### src/cbsr_pkg.sv
// cbsr_pkg: constants and carrier types for the cell balance switch register.
// assumes the serial slave engine hands over decoded register accesses, one per cycle.
package cbsr_pkg;
   localparam int CBSR_NUM_CELLS = 8;
   localparam int CBSR_ADDR_W = 8;
   localparam int CBSR_DATA_W = 8;
   localparam logic [7:0] CBSR_SLEEP_REG_ADDR = 8'h00;
   localparam logic [7:0] CBSR_BALANCE_REG_ADDR = 8'h01;
   localparam logic [7:0] CBSR_BALANCE_RESET = 8'h00;
   localparam int CBSR_BIT_CELL8 = 7;
   localparam int CBSR_BIT_CELL3 = 2;
   localparam int CBSR_BIT_CELL2 = 1;
   localparam int CBSR_BIT_CELL1 = 0;

   // one register access from the serial slave engine
   typedef struct packed {
      logic wr;
      logic rd;
      logic [7:0] addr;
      logic [7:0] wdata;
   } cbsr_req_s;

   // read answer back to the serial slave engine
   typedef struct packed {
      logic valid;
      logic hit;
      logic [7:0] rdata;
   } cbsr_rsp_s;
endpackage

### src/cbsr_switch_cell.sv
// cbsr_switch_cell: one stored balance switch enable bit.
// assumes sleep_request is the stored sleep bit, a level synchronous to ref_clk.
`timescale 1ns/1ns
`default_nettype none
module cbsr_switch_cell (
   input wire logic ref_clk,
   input wire logic sys_rst,
   input wire logic wr_en,
   input wire logic wr_bit,
   input wire logic sleep_request,
   output logic sw_on
);
   import cbsr_pkg::*;

   wire logic next_sw_on;

   // sleep overrides a write in the same cycle, so a switch can never start up during sleep
   assign next_sw_on = sleep_request ? 1'b0 : (wr_en ? wr_bit : sw_on);

   always_ff @(posedge ref_clk) begin
      if (sys_rst) begin
         sw_on <= 1'b0;
      end else begin
         sw_on <= next_sw_on;
      end
   end
endmodule // cbsr_switch_cell
`default_nettype wire

### src/cbsr_balance_reg.sv
// cbsr_balance_reg: cell balance switch enable register behind the serial slave register port.
// assumes the slave engine presents one decoded access per cycle and owns the sleep register.
`timescale 1ns/1ns
`default_nettype none
module cbsr_balance_reg #(
   parameter int CELLS = cbsr_pkg::CBSR_NUM_CELLS
) (
   input wire logic ref_clk,
   input wire logic sys_rst,
   input wire cbsr_pkg::cbsr_req_s req,
   input wire logic sleep_request,
   input wire logic monitor_enable,
   output wire cbsr_pkg::cbsr_rsp_s rsp,
   output wire logic [CELLS-1:0] balance_sw_en,
   output logic adjacent_on,
   output logic monitor_conflict
);
   import cbsr_pkg::*;

   // elaboration-time refusal of cell counts the register word cannot hold
   if (CELLS < 2 || CELLS > CBSR_DATA_W) begin : g_bad_cells
      $error("cbsr_balance_reg: CELLS must lie between 2 and the register width");
   end

   function automatic logic is_balance_addr(input logic [7:0] addr);
      return addr == CBSR_BALANCE_REG_ADDR;
   endfunction

   wire logic wr_hit;
   wire logic rd_hit;
   wire logic [CELLS-1:0] sw_state;
   wire logic [CBSR_DATA_W-1:0] read_word;
   wire logic balance_en_cell8;
   wire logic balance_en_cell3;
   wire logic balance_en_cell2;
   wire logic balance_en_cell1;
   logic rsp_valid;
   logic rsp_hit;
   logic [CBSR_DATA_W-1:0] rsp_rdata;
   logic adjacent_q;
   logic conflict_q;

   assign wr_hit = req.wr & is_balance_addr(req.addr);
   assign rd_hit = req.rd & is_balance_addr(req.addr);

   // bit n holds the switch across cell n+1
   genvar gi;
   generate
      for (gi = 0; gi < CELLS; gi++) begin : g_cell
         cbsr_switch_cell u_cell (
            .ref_clk(ref_clk),
            .sys_rst(sys_rst),
            .wr_en(wr_hit),
            .wr_bit(req.wdata[gi]),
            .sleep_request(sleep_request),
            .sw_on(sw_state[gi])
         );
      end
   endgenerate

   assign balance_en_cell8 = sw_state[CBSR_BIT_CELL8];
   assign balance_en_cell3 = sw_state[CBSR_BIT_CELL3];
   assign balance_en_cell2 = sw_state[CBSR_BIT_CELL2];
   assign balance_en_cell1 = sw_state[CBSR_BIT_CELL1];

   // named cells placed back at their bit positions, the rest pass straight through
   generate
      for (gi = 0; gi < CELLS; gi++) begin : g_drive
         if (gi == CBSR_BIT_CELL8) begin : g_c8
            assign balance_sw_en[gi] = balance_en_cell8;
         end else if (gi == CBSR_BIT_CELL3) begin : g_c3
            assign balance_sw_en[gi] = balance_en_cell3;
         end else if (gi == CBSR_BIT_CELL2) begin : g_c2
            assign balance_sw_en[gi] = balance_en_cell2;
         end else if (gi == CBSR_BIT_CELL1) begin : g_c1
            assign balance_sw_en[gi] = balance_en_cell1;
         end else begin : g_cn
            assign balance_sw_en[gi] = sw_state[gi];
         end
      end
   endgenerate

   // unused upper bits read as zero when fewer cells are built
   assign read_word = CBSR_DATA_W'(sw_state);

   // neighbours on together share a tap and starve each other of balance current
   wire logic next_adjacent;
   wire logic next_conflict;
   assign next_adjacent = |(sw_state[CELLS-1:1] & sw_state[CELLS-2:0]);
   // balancing current disturbs the tap voltages that the monitor divides
   assign next_conflict = monitor_enable & (|sw_state);

   always_ff @(posedge ref_clk) begin
      if (sys_rst) begin
         rsp_valid <= 1'b0;
         rsp_hit <= 1'b0;
         rsp_rdata <= CBSR_BALANCE_RESET;
      end else begin
         rsp_valid <= req.rd;
         rsp_hit <= rd_hit;
         rsp_rdata <= rd_hit ? read_word : 8'h00;
      end
   end

   always_ff @(posedge ref_clk) begin
      if (sys_rst) begin
         adjacent_q <= 1'b0;
         conflict_q <= 1'b0;
      end else begin
         adjacent_q <= next_adjacent;
         conflict_q <= next_conflict;
      end
   end

   assign rsp.valid = rsp_valid;
   assign rsp.hit = rsp_hit;
   assign rsp.rdata = rsp_rdata;
   assign adjacent_on = adjacent_q;
   assign monitor_conflict = conflict_q;
endmodule // cbsr_balance_reg
`default_nettype wire

### config.mk
export PLATFORM = sky130hd
export DESIGN_NAME = cbsr_balance_reg
export DESIGN_NICKNAME = d
export VERILOG_FILES = /design/src/cbsr_pkg.sv /design/src/cbsr_switch_cell.sv /design/src/cbsr_balance_reg.sv
export SDC_FILE = /design/constraint.sdc
export NUM_CORES = 1
export LEC_CHECK = 0
export BUFFER_PORTS_ARGS = -buffer_cell sky130_fd_sc_hd__buf_2
export CAP_MARGIN = 20
export CORE_MARGIN = 1
export CORE_UTILIZATION = 44
export DETAILED_ROUTE_END_ITERATION = 10
export PLACE_DENSITY = 0.77
export SYNTH_ARGS = -nofsm -noshare
export SYNTH_HDL_FRONTEND = slang
export SYNTH_SLANG_ARGS = --single-unit
### constraint.sdc
create_clock -name ref_clk -period 1.4 [get_ports ref_clk]
set_input_delay 0.14 -clock ref_clk [delete_from_list [all_inputs] [get_ports ref_clk]]
set_output_delay 0.14 -clock ref_clk [all_outputs]
set_load 0.02 [all_outputs]
# After elaboration in Yosys (flattened, before gate mapping)
# Cells that the tools add are included.
# op_classes
reduce_logical,4
eq_ne,1
bitwise_logic,5
# op_table
op,n
"== test 8 x 1 -> 1 bit, second input constant",1
OR reduction 8 bit,1
bitwise AND 7 bit,1
OR reduction 7 bit,1
OR reduction 2 bit,2
bitwise AND 1 bit,3
inverter 1 bit,1
# totals
reg_bits,20
out_inout_bits,20

# Longest topological paths before layout
# logic_depth
ltp_word,4
ltp_mapped,4

# By module
# From an unflattened synthesis, not the netlist that was laid out.
# unflattened
cells_unflattened,65
hier_area_um2,765.7
# modules_own_cells
mod,area_per_inst_um2,cells_per_inst,n_inst,seq_area_each_um2
cbsr_balance_reg,445.4,41,1,240.2
cbsr_switch_cell,40.0,3,8,20.0

# Least setup slack after synthesis
# Ideal clock, no wire load.
# synth_path
path_kind,in2reg
start,input req[13] (netlist name)
end,register g_cell[0].u_cell.sw_on
setup_ps,134
required_ps,1266
stages,4
arrival_ps,1090
slack_ps,176
cell_sequence,or4_4 -> buf_6 -> o31ai_1 -> a211oi_1
# synth_between
elab_chain_len,2
# synth_lines
item,line,source
start: declaration,cbsr_balance_reg.sv:10,"input wire cbsr_pkg::cbsr_req_s req,"
== test 8 x 1 -> 1 bit,cbsr_balance_reg.sv:26,return addr == CBSR_BALANCE_REG_ADDR;
bitwise AND 1 bit,cbsr_balance_reg.sv:43,assign wr_hit = req.wr & is_balance_addr(req.addr);
end signal: assignment,cbsr_switch_cell.sv:24,sw_on <= next_sw_on;
end: declaration,cbsr_switch_cell.sv:11,output logic sw_on
# No other way between the ends.
# A chain may end at the register's enable or synchronous reset.

# Worst setup path after layout
# layout_path
start,input req[11] (netlist name)
end,register g_cell[1].u_cell.sw_on
# layout_between
elab_chain_len,2
# layout_lines
item,line
== test 8 x 1 -> 1 bit,cbsr_balance_reg.sv:26
bitwise AND 1 bit,cbsr_balance_reg.sv:43
end signal: assignment,cbsr_switch_cell.sv:24
end: declaration,cbsr_switch_cell.sv:11
# No other way between the ends.

==> metrics.md <==
| Metric | Value |
|---|---|
| Outcome | finished clean |
| GRT Overall Usage | 0.1579 |
| DRC errors left | 0 |
| Max_cap viols | 0 |
| Yosys cell types | 24 |
| Post-CTS setup buffers | 0 |
| Hold Slack | between 0.09 and 0.1 ns |
| Skew final | roughly 0.0025 ns |
| Worst VDD drop | between 0.2 and 0.3 mV |
| DRT iter0 DRCs | 18 |
| Full die area | roughly 2100 um^2 |
| Clock Latency Late Sink | 0.28 ns |
| Die W | 46.30 um |
| CTS H-tree lvls | 1 |
| GP Congestion | 0.7963 |
| Max Slew Vio Count | 0 |
| EDFF count, synth | 0 |
| Share of flip-flops with an asynchronous set or reset | 0 |
| CTS root buf | clkbuf_4 |
| Reg2reg end | monitor_conflict |
| Grt ovf | 0 |
| Initial antenna violation count | 0 |
| Count leader, synth | dfxtp_1 |
| Layout cells sized above 1 | 0.4298 |
| Setup WS post-layout | roughly 0.27 ns |
| Syn_area_per_cell | 10.28 um^2 |
| CTS Buf Count | 3 |
| Fin crit period | 1.132 ns |
| Vias in the first global route | 569 |
| Nets | 138 |
| Final setup viols | 0 |
| RSZ-0062 raised after global routing | false |
| Row cnt | 15 |
| R2R Path Start | g_cell[5].u_cell.sw_on |
| Dpl ws | -0.04365 ns |
| Largest net degree at the start of global routing | 12 |
| Crit end category | flop |
| Cell Pwr Density | ~860 nW/um^2 |
| Post-synthesis adder-cell area fraction | 0 |
| Cts hold-fix bufs | 0 |
| Crit path to | g_cell[1].u_cell.sw_on |
| Initial core utilization | 0.4842 |
| Reg2Reg Depth | 2 |
| DP HPWL | roughly 1.3 mm |
| Worst-Margin Slew | ~0.45 ns |
| Largest family of logic cells by synthesized area | simple AND/OR/NAND/NOR gates |
| PortBufs | 41 |
| Final Hold Fails | 0 |
| CTS tree | yes |
| Clock Path Buffers | 2 |
| WHS Path Cells | 3 |
| Yosys reg bits | 20 |
| # diodes | 0 |
| Multiplexer share of the synthesized area | 0 |
| Min-delay worst type | in2reg |
| Filler cells | approximately 160 |
| Antenna Nets Post-Route | 0 |
| Overall power | between 800 and 900 uW |
| Post-Synth XOR/XNOR Area | 0 |
| Setup TNS | 0 ns |
| Area Overhead vs Synth | 19.28% |
| CP startpoint | req[11] |
| Synth area leader | dfxtp_1 |
| Post-synth top cells | dfxtp_1, buf_4 |
| Ys flop type | dfxtp_1 |
| Post-DP Area | 1007 um^2 |
| Fin area | approximately 1000 um^2 |
| Simple-gate share of the synthesized area | 0.2290 |
| WP data required | 1.57 ns |
| Ys Warns | 0 |
| Post-synth top area share | 0.4638 |
| Synthesized Nets | about 110 |
| First-pass GRT wire length | 2.380 mm |
| CP Class | in2reg |
| Wire length per cell | 11.32 um |
| DR vias | a little over 700 |
| Resized cells post-CTS | 0 |
| Max Fclk | just under 900 MHz |
| Pre-Repair DR Iteration Count | 4 |
| Crit share post-route | 0.8083 |
| I/O pin total | 42 |
| Reg2Reg Setup Slack | around 0.52 ns |
| Compound-Gate Fraction of Synth Area | 0.1783 |
| Reg clk slew, reported paths | about 0.090 ns |
| Register area share after synthesis | 0.4638 |
| Post-Syn Area | ~860 um^2 |
| Slew margin rel. | 0.7005 |
| Synth top area cells | dfxtp_1, buf_4, a211oi_1 |
| WL final | approximately 1.6 mm |
| Via-per-instance ratio | between 5 and 6 |
| Gate count after technology mapping | between 80 and 90 |
| CP Launch Type | input port |
| Chip Height | about 46 um |
| Core Area | between 1500 and 2000 um^2 |
| Arr. time, crit path | between 1 and 1.5 ns |
| Lkg Pwr | around 0.46 nW |
| Crit Path Max Fanout | 8 |
| Clock sinks | 20 |
==> cells in the final DEF (no fill, tap or decap) <==
cell	synthesis	routed
a21oi_1	1	1
a211oi_1	8	8
o31ai_1	8	8
buf_4	10	2
dfxtp_1	20	20
or4_4	1	1
o21ai_0	3	3
inv_1	1	1
nand4_1	8	8
nor4_1	2	2
and3_1	1	1
clkbuf_4	0	3
or4b_1	1	1
nor4b_4	1	1
buf_2	1	41
a21o_1	1	1
nand2b_1	1	1
a31oi_1	1	1
and2_1	8	8
nor2b_1	1	1
nor4_4	1	1
==> cell type report <==
type / instances / area (um^2) / share of cell area
Multi-Input combinational cell: 47 / 351.6 / 0.3414
Clock buffer: 3 / 22.52 / 0.02187
Inverter: 1 / 3.754 / 0.003645
Timing Repair Buffer: 43 / 220.2 / 0.2139
Tap cell: 25 / 31.28 / 0.03038
Sequential cell: 20 / 400.4 / 0.3888
==> stage by stage <==
step / instances / util
floorplan: 84 / -
global placement: 136 / 0.5649
detailed placement: 136 / 0.5649
CTS: 139 / 0.5775
global route: 139 / 0.5775
finish: 139 / 0.5775
==> report_power, final <==
| part | internal, mW | switching (mW) | total [mW] |
|---|---|---|---|
| registers | 0.570 | 0.000408 | 0.570 |
| logic | 0.0327 | 0.0401 | 0.0728 |
| clock network | 0.0997 | 0.143 | 0.243 |
| total | 0.702 | 0.184 | 0.886 |
==> critical path, stage by stage <==
cell,delay [ns]
buf_2,0.12
or4b_1,0.66
o31ai_1,0.27
a211oi_1,0.11
==> logic make-up (layout without fill, tap and decap cells) <==
family                 Yosys count  in the layout
and+or+nand+nor                 25             25
buffers and inverters           17             47
AOI/OAI and AO/OA               22             22
DFF                             20             20
==> metal layers <==
layer / vias to the layer above / part of all wire / track usage
met5: - / 0 / 0
met2: 33 / 0.45 / 0.2507
met1: 306 / 0.48 / 0.1929
met4: 0 / 0.0070 / 0.08824
met3: 2 / 0.065 / 0.03922
li1: 368 / - / -
==> worst min-delay path by stage <==
| stage | start | slack [ns] | endpoint |
|---|---|---|---|
| after floorplan | sys_rst | 0.22 | rsp_valid |
| after global placement | req[16] | 0.39 | rsp_valid |
| after detailed placement | monitor_enable | 0.38 | monitor_conflict |
| after CTS | monitor_enable | 0.08 | monitor_conflict |
| after global routing | monitor_enable | 0.06 | monitor_conflict |
| final | monitor_enable | 0.09 | monitor_conflict |
==> flip-flops by register name, summed over array words and instances, names as in the netlist <==
| name | flops |
|---|---|
| adjacent_on | 1 |
| g_cell.u_cell.sw_on | 8 |
| monitor_conflict | 1 |
| rsp_hit | 1 |
| rsp_rdata | 8 |
| rsp_valid | 1 |
Power figures use the tool's default switching activity.
